**src/hdl/hcv_pkg.sv**
```systemverilog
// constants and types shared by the half/single converter files
// ----------------------------------------------------------------------------
// Summary of operation
// - two operations: widen half to single, narrow single to half.
// - immediate bits 1:0 pick rounding: nearest-even, down, up, truncate.
// - immediate bit 2 clear uses immediate rounding, set uses control rounding.
// - immediate bits 7:3 are ignored entirely.
// - quiet NaN narrows keeping sign, exponent all ones, top fraction bits.
// - signaling NaN narrows likewise with the quiet bit forced to one.
// - NaN source sets invalid; unmasked signaling NaN writes no result.
// - denormal single source sets denormal; denormal half source does not.
// - narrowed result below 2^-14 sets underflow, plus precision if inexact.
// - narrowing ignores flush-to-zero, acting as if it were clear.
// - narrowed result at or above 2^16 sets overflow; masked gives infinity.
// - inexact narrowing sets precision; rounded result unless unmasked under/overflow, or denormal source with denormal or precision unmasked.
// - denormal masked, precision or underflow unmasked: raise denormal, underflow, precision.
// - capability bit 29 for conversion, bit 28 for vector extension.
// - half values only converted, never used for arithmetic.
// ----------------------------------------------------------------------------
`default_nettype none
package hcv_pkg;

  // register map (byte offsets)
  localparam logic [7:0]  HCV_OFF_CTRL      = 8'h00;
  localparam logic [7:0]  HCV_OFF_STATUS    = 8'h04;
  localparam logic [7:0]  HCV_OFF_IRQ_MASK  = 8'h08;
  localparam logic [7:0]  HCV_OFF_FEATURE   = 8'h0C;

  // control register fields
  localparam int          HCV_CTRL_RND_LSB  = 0;
  localparam int          HCV_CTRL_MASK_LSB = 2;
  localparam int          HCV_CTRL_FLS_BIT  = 7;
  localparam logic [7:0]  HCV_CTRL_RST      = 8'h7C;
  localparam logic [4:0]  HCV_IRQ_MASK_RST  = 5'h00;

  // flag positions in status, masks and exception flags
  localparam int          HCV_NFLAGS        = 5;
  localparam int          HCV_FLG_INV       = 0;
  localparam int          HCV_FLG_DEN       = 1;
  localparam int          HCV_FLG_OVF       = 2;
  localparam int          HCV_FLG_UNF       = 3;
  localparam int          HCV_FLG_PRC       = 4;

  // capability word
  localparam int          HCV_FEAT_VEC_BIT  = 28;
  localparam int          HCV_FEAT_HALF_BIT = 29;

  // immediate byte
  localparam int          HCV_IMM_SEL_BIT   = 2;

  // number formats
  localparam logic [7:0]  HCV_F32_EXP_MAX   = 8'hFF;
  localparam logic [4:0]  HCV_F16_EXP_MAX   = 5'h1F;
  localparam logic [7:0]  HCV_EXP_REBIAS    = 8'h70;
  localparam logic [7:0]  HCV_SUB_EXP_BASE  = 8'h67;
  localparam int          HCV_NAN_DROP      = 14;
  localparam logic signed [9:0] HCV_RND_SHIFT = 10'sh00D;
  localparam logic signed [9:0] HCV_SHIFT_CAP = 10'sh01A;
  localparam logic signed [9:0] HCV_F16_EXP_TOP = 10'sh01E;

  typedef enum logic [1:0] {
    HCV_RN = 2'h0,
    HCV_RD = 2'h1,
    HCV_RU = 2'h2,
    HCV_RZ = 2'h3
  } hcv_rmode_t;

  typedef enum logic {
    HCV_APB_IDLE = 1'b0,
    HCV_APB_ACK  = 1'b1
  } hcv_apb_state_t;

endpackage
`default_nettype wire

```
**src/hdl/hcv_reg_if.sv**
```systemverilog
// link between converter core and its register file
`timescale 1ns/10ps
`default_nettype none
interface hcv_reg_if;
  logic [1:0] rounding_control_field;
  logic [4:0] masks;
  logic       flush_to_zero;
  logic       set_valid;
  logic [4:0] set_flags;

  modport regs (output rounding_control_field, output masks, output flush_to_zero,
                input set_valid, input set_flags);
  modport core (input rounding_control_field, input masks, input flush_to_zero,
                output set_valid, output set_flags);
endinterface
`default_nettype wire

```
**src/hdl/hcv_regs.sv**
```systemverilog
// APB register file of the half/single converter
`timescale 1ns/10ps
`default_nettype none
module hcv_regs (
  // clock and reset
  input  wire logic        ref_clk_in,
  input  wire logic        resetn_in,
  input  wire logic        ce_in,
  // apb slave
  input  wire logic        psel_in,
  input  wire logic        penable_in,
  input  wire logic        pwrite_in,
  input  wire logic [7:0]  paddr_in,
  input  wire logic [31:0] pwdata_in,
  output var  logic [31:0] prdata_out,
  output var  logic        pready_out,
  output var  logic        pslverr_out,
  output var  logic        irq_out,
  // core side
  hcv_reg_if.regs          rif
);
  import hcv_pkg::*;

  typedef struct packed {
    hcv_apb_state_t apb_state;
    logic [31:0]    prdata;
    logic           pslverr;
    logic [7:0]     ctrl;
    logic [4:0]     status;
    logic [4:0]     irq_mask;
    logic           irq;
  } hcv_regs_state_t;

  hcv_regs_state_t st;
  hcv_regs_state_t next_st;
  logic            access;
  logic            wr;
  logic [4:0]      clr;

  always_comb begin
    next_st = st;
    clr     = 5'h00;
    access  = psel_in && penable_in && (st.apb_state == HCV_APB_IDLE);
    // a write lands only at the edge where the master sees pready
    wr      = psel_in && penable_in && pwrite_in && (st.apb_state == HCV_APB_ACK);
    next_st.apb_state = access ? HCV_APB_ACK : HCV_APB_IDLE;
    if (wr) begin
      case (paddr_in)
        HCV_OFF_CTRL:     next_st.ctrl     = pwdata_in[7:0];
        HCV_OFF_STATUS:   clr              = pwdata_in[4:0];
        HCV_OFF_IRQ_MASK: next_st.irq_mask = pwdata_in[4:0];
        default:          clr              = 5'h00;
      endcase
    end
    if (access) begin
      next_st.prdata  = 32'h0000_0000;
      next_st.pslverr = 1'b0;
      case (paddr_in)
        HCV_OFF_CTRL:     next_st.prdata = {24'h00_0000, st.ctrl};
        HCV_OFF_STATUS:   next_st.prdata = {27'h000_0000, st.status};
        HCV_OFF_IRQ_MASK: next_st.prdata = {27'h000_0000, st.irq_mask};
        HCV_OFF_FEATURE: begin
          next_st.prdata[HCV_FEAT_VEC_BIT]  = 1'b1;
          next_st.prdata[HCV_FEAT_HALF_BIT] = 1'b1;
        end
        default: begin
          next_st.pslverr = 1'b1;
        end
      endcase
    end
    // a flag raised in the clearing cycle survives the clear
    next_st.status = (st.status & ~clr) | (rif.set_valid ? rif.set_flags : 5'h00);
    next_st.irq    = |(next_st.status & next_st.irq_mask);
  end

  always_ff @(posedge ref_clk_in) begin
    if (!resetn_in) begin
      st <= '{apb_state: HCV_APB_IDLE, prdata: 32'h0000_0000, pslverr: 1'b0,
              ctrl: HCV_CTRL_RST, status: 5'h00, irq_mask: HCV_IRQ_MASK_RST, irq: 1'b0};
    end else if (ce_in) begin
      st <= next_st;
    end
  end

  assign prdata_out  = st.prdata;
  assign pready_out  = (st.apb_state == HCV_APB_ACK);
  assign pslverr_out = st.pslverr;
  assign irq_out     = st.irq;
  assign rif.rounding_control_field = st.ctrl[HCV_CTRL_RND_LSB +: 2];
  assign rif.masks                  = st.ctrl[HCV_CTRL_MASK_LSB +: HCV_NFLAGS];
  assign rif.flush_to_zero          = st.ctrl[HCV_CTRL_FLS_BIT];
endmodule // hcv_regs
`default_nettype wire

```
**src/hdl/hcv_converter.sv**
```systemverilog
// packed half/single floating-point converter with APB control registers
`timescale 1ns/10ps
`default_nettype none
module hcv_converter #(
  parameter int LANES = 4
) (
  // clock, reset, enable
  input  wire logic                  ref_clk_in,
  input  wire logic                  resetn_in,
  input  wire logic                  ce_in,
  // apb slave
  input  wire logic                  psel_in,
  input  wire logic                  penable_in,
  input  wire logic                  pwrite_in,
  input  wire logic [7:0]            paddr_in,
  input  wire logic [31:0]           pwdata_in,
  output var  logic [31:0]           prdata_out,
  output var  logic                  pready_out,
  output var  logic                  pslverr_out,
  // operation from the pipeline
  input  wire logic                  op_valid_in,
  input  wire logic                  op_narrow_in,
  input  wire logic [7:0]            op_imm_in,
  input  wire logic [LANES*32-1:0]   op_src_in,
  // result to the register file
  output var  logic                  res_valid_out,
  output var  logic                  res_write_out,
  output var  logic [LANES*32-1:0]   res_data_out,
  output var  logic                  exc_out,
  output var  logic [4:0]            exc_flags_out,
  // interrupt
  output var  logic                  irq_out
);
  import hcv_pkg::*;

  // --------------------------------------------------------------------------
  // register file
  // --------------------------------------------------------------------------
  hcv_reg_if rif ();

  hcv_regs u_regs (
    .ref_clk_in  (ref_clk_in),
    .resetn_in   (resetn_in),
    .ce_in       (ce_in),
    .psel_in     (psel_in),
    .penable_in  (penable_in),
    .pwrite_in   (pwrite_in),
    .paddr_in    (paddr_in),
    .pwdata_in   (pwdata_in),
    .prdata_out  (prdata_out),
    .pready_out  (pready_out),
    .pslverr_out (pslverr_out),
    .irq_out     (irq_out),
    .rif         (rif)
  );

  // --------------------------------------------------------------------------
  // rounding selection
  // --------------------------------------------------------------------------
  hcv_rmode_t rmode;

  // only bit 2 and bits 1:0 of the immediate are looked at
  always_comb begin
    if (op_imm_in[HCV_IMM_SEL_BIT]) begin
      rmode = hcv_rmode_t'(rif.rounding_control_field);
    end else begin
      rmode = hcv_rmode_t'(op_imm_in[1:0]);
    end
  end

  // --------------------------------------------------------------------------
  // per-lane conversion
  // --------------------------------------------------------------------------
  logic [LANES*16-1:0]     n_pack;
  logic [LANES*32-1:0]     w_pack;
  logic [HCV_NFLAGS-1:0]   lane_flg [LANES];
  logic [LANES-1:0]        lane_snan;

  for (genvar g = 0; g < LANES; g++) begin : g_lane
    logic [31:0]           s32;
    logic [15:0]           s16;
    // narrowing
    logic                  n_s;
    logic [7:0]            n_e;
    logic [22:0]           n_m;
    logic [7:0]            n_eeff;
    logic signed [9:0]     n_he;
    logic signed [9:0]     n_shw;
    logic [5:0]            n_sh;
    logic [49:0]           n_val;
    logic [10:0]           n_kept;
    logic                  n_rb;
    logic                  n_st;
    logic                  n_inc;
    logic [15:0]           n_sum;
    logic                  n_ovf;
    logic [15:0]           n_res;
    logic [HCV_NFLAGS-1:0] n_flg;
    logic                  n_snan;
    // widening
    logic                  w_s;
    logic [4:0]            w_e;
    logic [9:0]            w_m;
    logic [3:0]            w_p;
    logic [31:0]           w_res;
    logic [HCV_NFLAGS-1:0] w_flg;
    logic                  w_snan;

    assign s32 = op_src_in[g*32 +: 32];
    assign s16 = op_src_in[g*16 +: 16];

    // single to half; the flush-to-zero bit is never consulted here
    always_comb begin
      n_s    = s32[31];
      n_e    = s32[30:23];
      n_m    = s32[22:0];
      n_eeff = (n_e == 8'h00) ? 8'h01 : n_e;
      n_he   = $signed({2'b00, n_eeff}) - $signed({2'b00, HCV_EXP_REBIAS});
      n_shw  = (n_he > 10'sh000) ? HCV_RND_SHIFT : (HCV_RND_SHIFT + 10'sh001 - n_he);
      n_sh   = (n_shw > HCV_SHIFT_CAP) ? HCV_SHIFT_CAP[5:0] : n_shw[5:0];
      n_val  = {(n_e != 8'h00), n_m, 26'h000_0000} >> n_sh;
      n_kept = n_val[36:26];
      n_rb   = n_val[25];
      n_st   = |n_val[24:0];
      case (rmode)
        HCV_RN:  n_inc = n_rb && (n_st || n_kept[0]);
        HCV_RD:  n_inc = n_s && (n_rb || n_st);
        HCV_RU:  n_inc = !n_s && (n_rb || n_st);
        HCV_RZ:  n_inc = 1'b0;
        default: n_inc = 1'b0;
      endcase
      // carry out of the fraction walks into the exponent field
      n_sum  = {1'b0, (n_he > 10'sh000) ? n_he[4:0] : 5'h00, n_kept[9:0]}
               + {15'h0000, n_inc};
      n_ovf  = (n_he > HCV_F16_EXP_TOP) || (n_sum[14:10] == HCV_F16_EXP_MAX);
      n_flg  = '0;
      n_snan = 1'b0;
      n_res  = {n_s, n_sum[14:0]};
      if (n_e == HCV_F32_EXP_MAX) begin
        if (n_m == 23'h00_0000) begin
          n_res = {n_s, HCV_F16_EXP_MAX, 10'h000};
        end else begin
          // quiet bit forced high covers both NaN kinds
          n_res  = {n_s, HCV_F16_EXP_MAX, 1'b1, n_m[21:HCV_NAN_DROP-1]};
          n_snan = !n_m[22];
          n_flg[HCV_FLG_INV] = 1'b1;
        end
      end else begin
        n_flg[HCV_FLG_DEN] = (n_e == 8'h00) && (n_m != 23'h00_0000);
        n_flg[HCV_FLG_UNF] = (n_he < 10'sh001) && ((n_e != 8'h00) || (n_m != 23'h00_0000));
        n_flg[HCV_FLG_OVF] = n_ovf;
        n_flg[HCV_FLG_PRC] = n_rb || n_st || n_ovf;
        if (n_ovf) begin
          n_res = {n_s, HCV_F16_EXP_MAX, 10'h000};
        end
      end
    end

    // half to single is always exact; half values get no other treatment
    always_comb begin
      w_s    = s16[15];
      w_e    = s16[14:10];
      w_m    = s16[9:0];
      w_p    = 4'h0;
      for (int i = 0; i < 10; i++) begin
        if (w_m[i]) begin
          w_p = 4'(i);
        end
      end
      w_flg  = '0;
      w_snan = 1'b0;
      w_res  = {w_s, 31'h0000_0000};
      if (w_e == HCV_F16_EXP_MAX) begin
        if (w_m == 10'h000) begin
          w_res = {w_s, HCV_F32_EXP_MAX, 23'h00_0000};
        end else begin
          w_res  = {w_s, HCV_F32_EXP_MAX, 1'b1, w_m[8:0], 13'h0000};
          w_snan = !w_m[9];
          w_flg[HCV_FLG_INV] = 1'b1;
        end
      end else if (w_e != 5'h00) begin
        w_res = {w_s, {3'h0, w_e} + HCV_EXP_REBIAS, w_m, 13'h0000};
      end else if (w_m != 10'h000) begin
        // denormal source is normalised without touching the denormal flag
        w_res = {w_s, {4'h0, w_p} + HCV_SUB_EXP_BASE,
                 23'({w_m, 13'h0000} << (4'hA - w_p))};
      end
    end

    assign n_pack[g*16 +: 16] = n_res;
    assign w_pack[g*32 +: 32] = w_res;
    assign lane_flg[g]        = op_narrow_in ? n_flg : w_flg;
    assign lane_snan[g]       = op_narrow_in ? n_snan : w_snan;
  end

  // --------------------------------------------------------------------------
  // flag merge and exception decision
  // --------------------------------------------------------------------------
  logic [HCV_NFLAGS-1:0] flg_or;
  logic [HCV_NFLAGS-1:0] raise;
  logic [HCV_NFLAGS-1:0] msk;
  logic                  den_mix;
  logic                  suppress;
  logic                  exc;

  assign msk = rif.masks;

  always_comb begin
    flg_or = '0;
    for (int l = 0; l < LANES; l++) begin
      flg_or = flg_or | lane_flg[l];
    end
  end

  always_comb begin
    raise   = flg_or;
    den_mix = flg_or[HCV_FLG_DEN] && msk[HCV_FLG_DEN]
              && (!msk[HCV_FLG_PRC] || !msk[HCV_FLG_UNF]);
    if (den_mix) begin
      raise[HCV_FLG_UNF] = 1'b1;
      raise[HCV_FLG_PRC] = 1'b1;
    end
    // inexact alone never blocks the write; the rounded value still lands
    suppress = (|lane_snan && !msk[HCV_FLG_INV])
               || (raise[HCV_FLG_DEN] && !msk[HCV_FLG_DEN])
               || (raise[HCV_FLG_OVF] && !msk[HCV_FLG_OVF])
               || (raise[HCV_FLG_UNF] && !msk[HCV_FLG_UNF])
               || den_mix;
    // quiet NaN raises invalid but is no exception
    exc = |(raise & ~msk & ~{4'h0, !(|lane_snan)}) || den_mix;
  end

  assign rif.set_valid = op_valid_in;
  assign rif.set_flags = raise;

  // --------------------------------------------------------------------------
  // result register
  // --------------------------------------------------------------------------
  typedef struct packed {
    logic                  res_valid;
    logic                  res_write;
    logic [LANES*32-1:0]   res_data;
    logic                  exc;
    logic [HCV_NFLAGS-1:0] exc_flags;
  } hcv_core_state_t;

  hcv_core_state_t st;
  hcv_core_state_t next_st;

  always_comb begin
    next_st           = st;
    next_st.res_valid = op_valid_in;
    next_st.res_write = 1'b0;
    next_st.exc       = 1'b0;
    if (op_valid_in) begin
      next_st.res_write = !suppress;
      next_st.exc       = exc;
      next_st.exc_flags = raise;
      if (op_narrow_in) begin
        next_st.res_data = {{(LANES*16){1'b0}}, n_pack};
      end else begin
        next_st.res_data = w_pack;
      end
    end
  end

  always_ff @(posedge ref_clk_in) begin
    if (!resetn_in) begin
      st <= '0;
    end else if (ce_in) begin
      st <= next_st;
    end
  end

  assign res_valid_out = st.res_valid;
  assign res_write_out = st.res_write;
  assign res_data_out  = st.res_data;
  assign exc_out       = st.exc;
  assign exc_flags_out = st.exc_flags;

endmodule // hcv_converter
`default_nettype wire

```
**config.mk**
```make
export PLATFORM = sky130hd
export DESIGN_NAME = hcv_converter
export DESIGN_NICKNAME = d
export VERILOG_FILES = /design/src/hdl/hcv_pkg.sv /design/src/hdl/hcv_reg_if.sv /design/src/hdl/hcv_regs.sv /design/src/hdl/hcv_converter.sv
export SDC_FILE = /design/constraint.sdc
export NUM_CORES = 1
export LEC_CHECK = 0
export BUFFER_PORTS_ARGS = -buffer_cell sky130_fd_sc_hd__buf_2
export CAP_MARGIN = 40
export CORE_ASPECT_RATIO = 0.9
export CORE_MARGIN = 2
export CORE_UTILIZATION = 30
export CTS_CLUSTER_DIAMETER = 80
export DETAILED_ROUTE_END_ITERATION = 12
export PLACE_DENSITY_LB_ADDON = 0.15
export SLEW_MARGIN = 20
export SYNTH_ARGS = -nofsm -noshare
export SYNTH_HDL_FRONTEND = slang
export SYNTH_HIERARCHICAL = 1
export SYNTH_SLANG_ARGS = --single-unit
```
**constraint.sdc**
```tcl
create_clock -name ref_clk_in -period 11.3 [get_ports ref_clk_in]
set_input_delay 0.565 -clock ref_clk_in [delete_from_list [all_inputs] [get_ports ref_clk_in]]
set_output_delay 0.565 -clock ref_clk_in [all_outputs]
set_load 0.05 [all_outputs]
```
Yosys cells after proc, flatten, opt, wreduce, memory -nomap -nowiden:

Cells that the tools add are included.

* add/subtract/negate cells: 24
* magnitude comparators: 16
* eq/ne operators: 18
* shift operators: 8
* muxes and demuxes: 141
* bitwise gates (word level): 12
* reduce and logical (&&, ||, !) cells: 116

Operator list (count)
* $mux W31: 12
* $shr A50 B6 Y36: 4
* $mux W4: 36
* $mux W135: 1
* $mux W128: 1
* $mux W15: 8
* $reduce_or A25 Y1: 4
* $logic_not A23 Y1: 4
* $mux W23: 4
* $reduce_bool A23 Y1: 4
* $shl A23 B4 Y23: 4
* $mux W10: 8
* $mux W5: 13
* $add A15 B1 Y15: 4
* $mux W1: 42
* $eq A5 B5 Y1 const B: 8
* $gt A10 B6 Y1 const B: 4
* $logic_not A10 Y1: 4
* $logic_not A8 Y1: 5
* $reduce_bool A10 Y1: 4
* $sub A5 B9 Y10 const A: 4
* $gt A9 B1 Y1 const B: 4
* $gt A9 B6 Y1 const B: 4
* $lt A9 B2 Y1 const B: 4
* 29 further kinds: 145

* flip-flop bits (word level): 187
* word-level logic and storage cells: 347

Depth between registers and ports, before layout:

* depth in word-level cells: 29
* depth in mapped cells: 43

Cells and area by module:

Netlist, hierarchy kept.

Modules (own cells, without submodules)
* hcv_converter: instances 1, cells each 3018, area each 19623.8 um^2, seq. area each 2162.1 um^2
* hcv_regs: instances 1, cells each 206, area each 1759.2 um^2, seq. area each 600.6 um^2

Worst setup path after synthesis:

OpenSTA, ideal clock, no wires.

* path kind: in2reg
* start: in op_src_in[27]
* end: reg u_regs.st (netlist bit u_regs/irq_out)
* setup time: 0.120 ns
* data arrival time: 8.185 ns
* required time: 11.180 ns
* path slack: 2.994 ns
* stages on the path: 39
* path buffers: 6
* cells stage by stage: clkbuf_1 inv_1 ha_1 or4b_4 o21ai_1 inv_1 clkbuf_1 ha_1 and4bb_2 a41oi_1 and3_1 clkbuf_1 buf_2 clkbuf_1 clkbuf_1 nor3_1 o32ai_1 o22ai_1 [... 3 more ...] a221o_1 o211ai_1 o21ai_0 and2_1 ha_1 ha_1 o21ai_0 nor4b_1 a31oi_1 a211oi_2 a31o_1 or3_4 o41ai_4 inv_1 nand2_1 a21oi_1 a21oi_1 a21oi_1

* longest elaborated chain between the ends: 26
* elaborated cells between the ends (all ways): 44
* classes of those cells: add/sub: 3; order compare: 4; eq/ne: 3; shift: 1; mux: 12; bitwise: 5; reduce/logical: 16

Ends and longest elaborated chain
* start, declared: line hcv_converter.sv:24 `input wire logic [LANES*32-1:0] op_src_in,`
* $logic_not A8 Y1: line hcv_converter.sv:117, hcv_converter.sv:149
* $mux W8: line hcv_converter.sv:117 `n_eeff = (n_e == 8'h00) ? 8'h01 : n_e;`
* $sub A8 B7 Y9: line hcv_converter.sv:118 `n_he = $signed({2'b00, n_eeff}) - $signed({2'b00, HCV_EXP_REBIAS});`
* $sub A5 B9 Y10 or $gt A9 B1 Y1 (tied branches): line hcv_converter.sv:119, hcv_converter.sv:133
* $mux W10: line hcv_converter.sv:119 `n_shw = (n_he > 10'sh000) ? HCV_RND_SHIFT : (HCV_RND_SHIFT + 10'sh001 - n_he);`
* $gt A10 B6 Y1: line hcv_converter.sv:120 `n_sh = (n_shw > HCV_SHIFT_CAP) ? HCV_SHIFT_CAP[5:0] : n_shw[5:0];`
* $mux W6: line hcv_converter.sv:120
* $shr A50 B6 Y36: line hcv_converter.sv:121 `n_val = {(n_e != 8'h00), n_m, 26'h000_0000} >> n_sh;`
* [... 9 more ...]
* $mux W5 *: line hcv_converter.sv:192 `assign lane_flg[g] = op_narrow_in ? n_flg : w_flg;`
* $or A5 B5 Y5 * (3 in a row): line hcv_converter.sv:211 `flg_or = flg_or | lane_flg[l];`
* $mux W2 *: line hcv_converter.sv:219 `if (den_mix) begin`
* net raise[4]: line hcv_converter.sv:200 `logic [HCV_NFLAGS-1:0] raise;`
* $mux W5 *: line hcv_regs.sv:72 `next_st.status = (st.status & ~clr) | (rif.set_valid ? rif.set_flags : 5'h00);`
* $or A5 B5 Y5 *: line hcv_regs.sv:72
* $and A5 B5 Y5 *: line hcv_regs.sv:73 `next_st.irq = |(next_st.status & next_st.irq_mask);`
* $reduce_or A5 Y1 *: line hcv_regs.sv:73
* end signal, assigned: line hcv_regs.sv:78 `st <= '{apb_state: HCV_APB_IDLE, prdata: 32'h0000_0000, pslverr: 1'b0,`
* end signal, assigned: line hcv_regs.sv:81 `st <= next_st;`
* end, declared: line hcv_regs.sv:34 `hcv_regs_state_t st;`

The timed path passes the listed nets; every way through them passes the cells marked *.
A chain may end at the register's enable or synchronous reset.

Worst setup path after layout:

* start: in op_src_in[59]
* end: reg u_regs.st (netlist bit u_regs/irq_out)

Same word-level chain as after synthesis.

==> metrics.md <==
| Metric | Value |
|---|---|
| Number of cells in the design after placement | `roughly 4300` |
| Number of distinct library cells after synthesis | `around 130` |
| Commonest cells after routing, fill and taps aside | `sky130_fd_sc_hd__nand2_1, sky130_fd_sc_hd__nor2_1, sky130_fd_sc_hd__buf_2` |
| Global-route wire length before repair | `approximately 160000 µm` |
| Summed instance area of the synthesized netlist | `about 21000 µm²` |
| Number of optimization iterations in the first detailed-route pass | `7` |
| Total gr overflow | `0` |
| Commonest non-fill, non-tap cell in the layout | `sky130_fd_sc_hd__nand2_1` |
| Highest net fanout along the worst path | `23` |
| Pwr/cell area | `approximately 96 nW/µm²` |
| Layout-stage area growth over the synthesis result | `12.13%` |
| DRC errors left | `0` |
| Count of mapped cells out of synthesis | `3224` |
| Initial core utilization | `0.3040` |
| Proportion of synthesized flip-flops having asynchronous set or reset | `0` |
| Post-DP HPWL | `approximately 82000 µm` |
| CP Data Required Time | `11670 ps` |
| Sequential share of the synthesized area | `0.1292` |
| Setup repair after global routing missed its margin | `false` |
| Max Clock Skew | `17.88 ps` |
| Peak VDD IR | `between 0.1 and 0.15 mV` |
| Run status | `finished clean` |
| Count of clock tree sinks | `138` |
| Placed cell areas | `between 20000 and 25000 µm²` |
| Type of the worst setup path | `in2reg` |
| Min-delay worst type | `in2reg` |
| Ports | `355` |
| Static power due to leakage | `between 0.009 and 0.01 µW` |
| Util after Layout | `0.3409` |
| Number of enable flip-flop cells after synthesis | `0` |
| Standard-cell row count | `92` |
| Routed length per placed instance | `roughly 25 µm` |
| Count of antenna diodes in the layout | `0` |
| Hold buffers post-CTS | `0` |
| Hold violation total from the final report | `0` |
| Most numerous cell on the critical path | `sky130_fd_sc_hd__a21oi_1` |
| DR iter-0 viols | `around 3500` |
| Top achievable clock speed | `between 0.1 and 0.15 GHz` |
| Post-route design area | `about 24000 µm²` |
| DR vias/cell | `between 6 and 7` |
| Max-slew headroom at the worst pin | `0.3245` |
| Avg Inst Size Synth | `6.632 µm²` |
| Total global routing track utilization | `0.2774` |
| Post-synth top flop | `sky130_fd_sc_hd__dfxtp_1` |
| Number of buffers between clock root and the deepest sink | `2` |
| Post-CTS Repair Setup Buffers | `0` |
| Category of cells accounting for the largest share of critical-path delay | `compound AO/OA/AOI/OAI gates` |
| Clock tree from TritonCTS | `yes` |
| Final Critical Period | `approximately 9500 ps` |
| Buf+Inv Stages, Crit Path | `5` |
| Die Span X | `285.4 µm` |
| Max capacitance violation total | `0` |
| Die Outline Area | `around 73000 µm²` |
| Slowest-stage cell, CP | `sky130_fd_sc_hd__a21o_1` |
| TritonCTS Buffers | `17` |
| Share of the cycle needed by the critical path after routing | `0.8445` |
| Routed vias | `around 27000` |
| Placer Congestion | `0.9970` |
| Number of endpoints failing setup at the final stage | `0` |
| Slowest stage delay, CP | `730 ps` |
| Latest clock arrival within the worst-skew pair | `~500 ps` |
| Largest net degree at the start of global routing | `just over 60` |
| Clock root cell | `sky130_fd_sc_hd__clkbuf_16` |
| Number of gates resized after CTS | `0` |
| Worst Tran Pin Value | `987.7 ps` |
| Initial antenna violation count | `6` |
| Total core area | `about 70000 µm²` |
| Final instance count without filler cells | `about 4300` |
| Number of slew-limit violations in the final report | `0` |
| Layout net count | `between 3000 and 4000` |
| Total routed wirelength | `roughly 110000 µm` |
| Setup crit end kind | `flop` |
| Number of I/O port buffers | `around 280` |
| Remaining antenna violation count after routing | `0` |
| Proportion of layout cells with a drive suffix above 1 | `0.1477` |
| Depth of the CTS H-tree | `4` |
| Count of state elements after synthesis | `138` |
| Die height | `257.3 µm` |
| TNS Setup | `0 ps` |
| Critical Path Source Type | `input pin` |
| Vias in the first global route | `24400` |
| Crit path DAT | `9910 ps` |
| Clock Pin Slew Worst Setup and Hold Paths | `approximately 70 ps` |
| Count of synthesis-stage warnings from yosys | `6` |
Yosys cell counts (all sizes together) (12+ instances only):
| cell | instances | share of area |
|---|---|---|
| nand2 | 356 | 0.062 |
| nor2 | 343 | 0.061 |
| o21ai | 243 | 0.058 |
| a21oi | 232 | 0.055 |
| clkbuf | 193 | 0.034 |
| dfxtp | 138 | 0.13 |
| nand3 | 138 | 0.033 |
| buf | 117 | 0.037 |
| inv | 110 | 0.019 |
| mux2i | 109 | 0.051 |
| nor3 | 100 | 0.024 |
| a22oi | 74 | 0.026 |
| o211ai | 67 | 0.024 |
| o22ai | 59 | 0.018 |
| a31oi | 51 | 0.015 |
| a211oi | 47 | 0.018 |
| xnor2 | 43 | 0.018 |
| nand4 | 42 | 0.013 |
| nor4 | 42 | 0.013 |
| a22o | 39 | 0.016 |
| and3 | 38 | 0.011 |
| ha | 38 | 0.022 |
| and2 | 37 | 0.011 |
| nor2b | 37 | 0.011 |
| a221oi | 35 | 0.015 |
| xor2 | 35 | 0.014 |
| a32oi | 28 | 0.013 |
| or3 | 26 | 0.0078 |
| o221ai | 23 | 0.0097 |
| o31ai | 22 | 0.0077 |
| nand2b | 21 | 0.0061 |
| a21o | 19 | 0.0067 |
| o32ai | 17 | 0.0073 |
| a221o | 16 | 0.0075 |
| o21a | 16 | 0.0060 |
| or2 | 16 | 0.0047 |
| a211o | 14 | 0.0057 |
| o32a | 14 | 0.0066 |
| o2111ai | 12 | 0.0049 |
| o311ai | 12 | 0.0061 |
state kept, by name, indices dropped and copies added, names as in the netlist:
| name | cells |
|---|---|
| exc_out | 1 |
| u_regs/prdata_out | 9 |
| u_regs/irq_out | 1 |
| u_regs/rif.masks | 5 |
| res_data_out | 100 |
| u_regs/rif.flush_to_zero | 1 |
| u_regs/st | 10 |
| exc_flags_out | 5 |
| res_write_out | 1 |
| u_regs/pready_out | 1 |
| res_valid_out | 1 |
| u_regs/pslverr_out | 1 |
| u_regs/rif.rounding_control_field | 2 |
worst reg2reg max path: stages (launching register included):
cell	delay [ps]
sky130_fd_sc_hd__dfxtp_1	320
sky130_fd_sc_hd__mux2i_1	250
sky130_fd_sc_hd__ha_1	520
sky130_fd_sc_hd__xor2_1	380
sky130_fd_sc_hd__nand2_1	110
sky130_fd_sc_hd__o21ai_0	140
sky130_fd_sc_hd__and2_1	150
sky130_fd_sc_hd__ha_1	290
sky130_fd_sc_hd__ha_1	300
sky130_fd_sc_hd__o21ai_0	140
sky130_fd_sc_hd__nor4b_1	740
sky130_fd_sc_hd__and4_1	350
sky130_fd_sc_hd__a211oi_2	70
sky130_fd_sc_hd__a31o_1	200
sky130_fd_sc_hd__or3_4	390
sky130_fd_sc_hd__o41ai_4	470
sky130_fd_sc_hd__inv_1	80
sky130_fd_sc_hd__nand2_1	110
sky130_fd_sc_hd__a21oi_1	90
sky130_fd_sc_hd__a21oi_1	120
sky130_fd_sc_hd__a21oi_1	70
logic make-up (layout without fill, tap and decap cells):
group / Yosys count / in the layout / share of synthesized area
and+or+nand+nor: 1263 / 1263 / 0.2858
muxes: 117 / 117 / 0.05682
buffers and inverters: 422 / 518 / 0.09093
adders and majority gates: 38 / 38 / 0.02224
AOI/OAI and AO/OA: 1166 / 1166 / 0.3823
DFF: 138 / 138 / 0.1292
other: 2 / 48 / 0.0003512
xor gates and xnor gates: 78 / 78 / 0.03230
routing by layer:
| metal | vias up | track usage | part of all wire |
|---|---|---|---|
| met3 | 192 | 0.06144 | 0.10 |
| met1 | 12940 | 0.3908 | 0.44 |
| met2 | 1502 | 0.4194 | 0.43 |
| met4 | 8 | 0.08086 | 0.028 |
| li1 | 12370 | - | - |
| met5 | - | 0 | 0.00049 |
final cells by class:
class                   instances  area, µm²
flip-flops and latches        138       2763
well taps                     940       1176
multi-input cells            2710      16890
clock inverters                14      150.1
clock buffers                  18      439.2
repair buffers                374       2138
fillers                      7831      46360
inverters                     112      421.7
per-stage QoR:
stage | total power, µW | hold slack (ps) | setup slack, ps
6_report | 2306 | 288.6 | 1757
2_1_floorplan | 1322 | 468.0 | 2994
4_1_cts | 2285 | 250.0 | 1860
3_5_place_dp | 1668 | 443.3 | 1394
3_3_place_gp | 1678 | 441.3 | 1427
5_1_grt | 2417 | 275.2 | 1209
where the power goes:
group          switching (µW)  internal, µW  total (µW)
Clock                     286           318         604
Combinational             828           356        1180
Sequential               13.2           504         517
Total                    1130          1180        2310
path summary, 6_finish.rpt:
| kind | endpoint | slack (ps) | cells past startpoint | start |
|---|---|---|---|---|
| setup reg to reg | u_regs/irq_out | 5880 | 20 | u_regs/rif.rounding_control_field[0] |
| hold reg to reg | res_data_out[44] | 460 | 2 | res_data_out[44] |
| hold / removal | u_regs/rif.masks[3] | 290 | 3 | pwdata_in[5] |
| setup / recovery | u_regs/irq_out | 1760 | 36 | op_src_in[59] |
No activity file was read; power rests on OpenSTA's default activity.
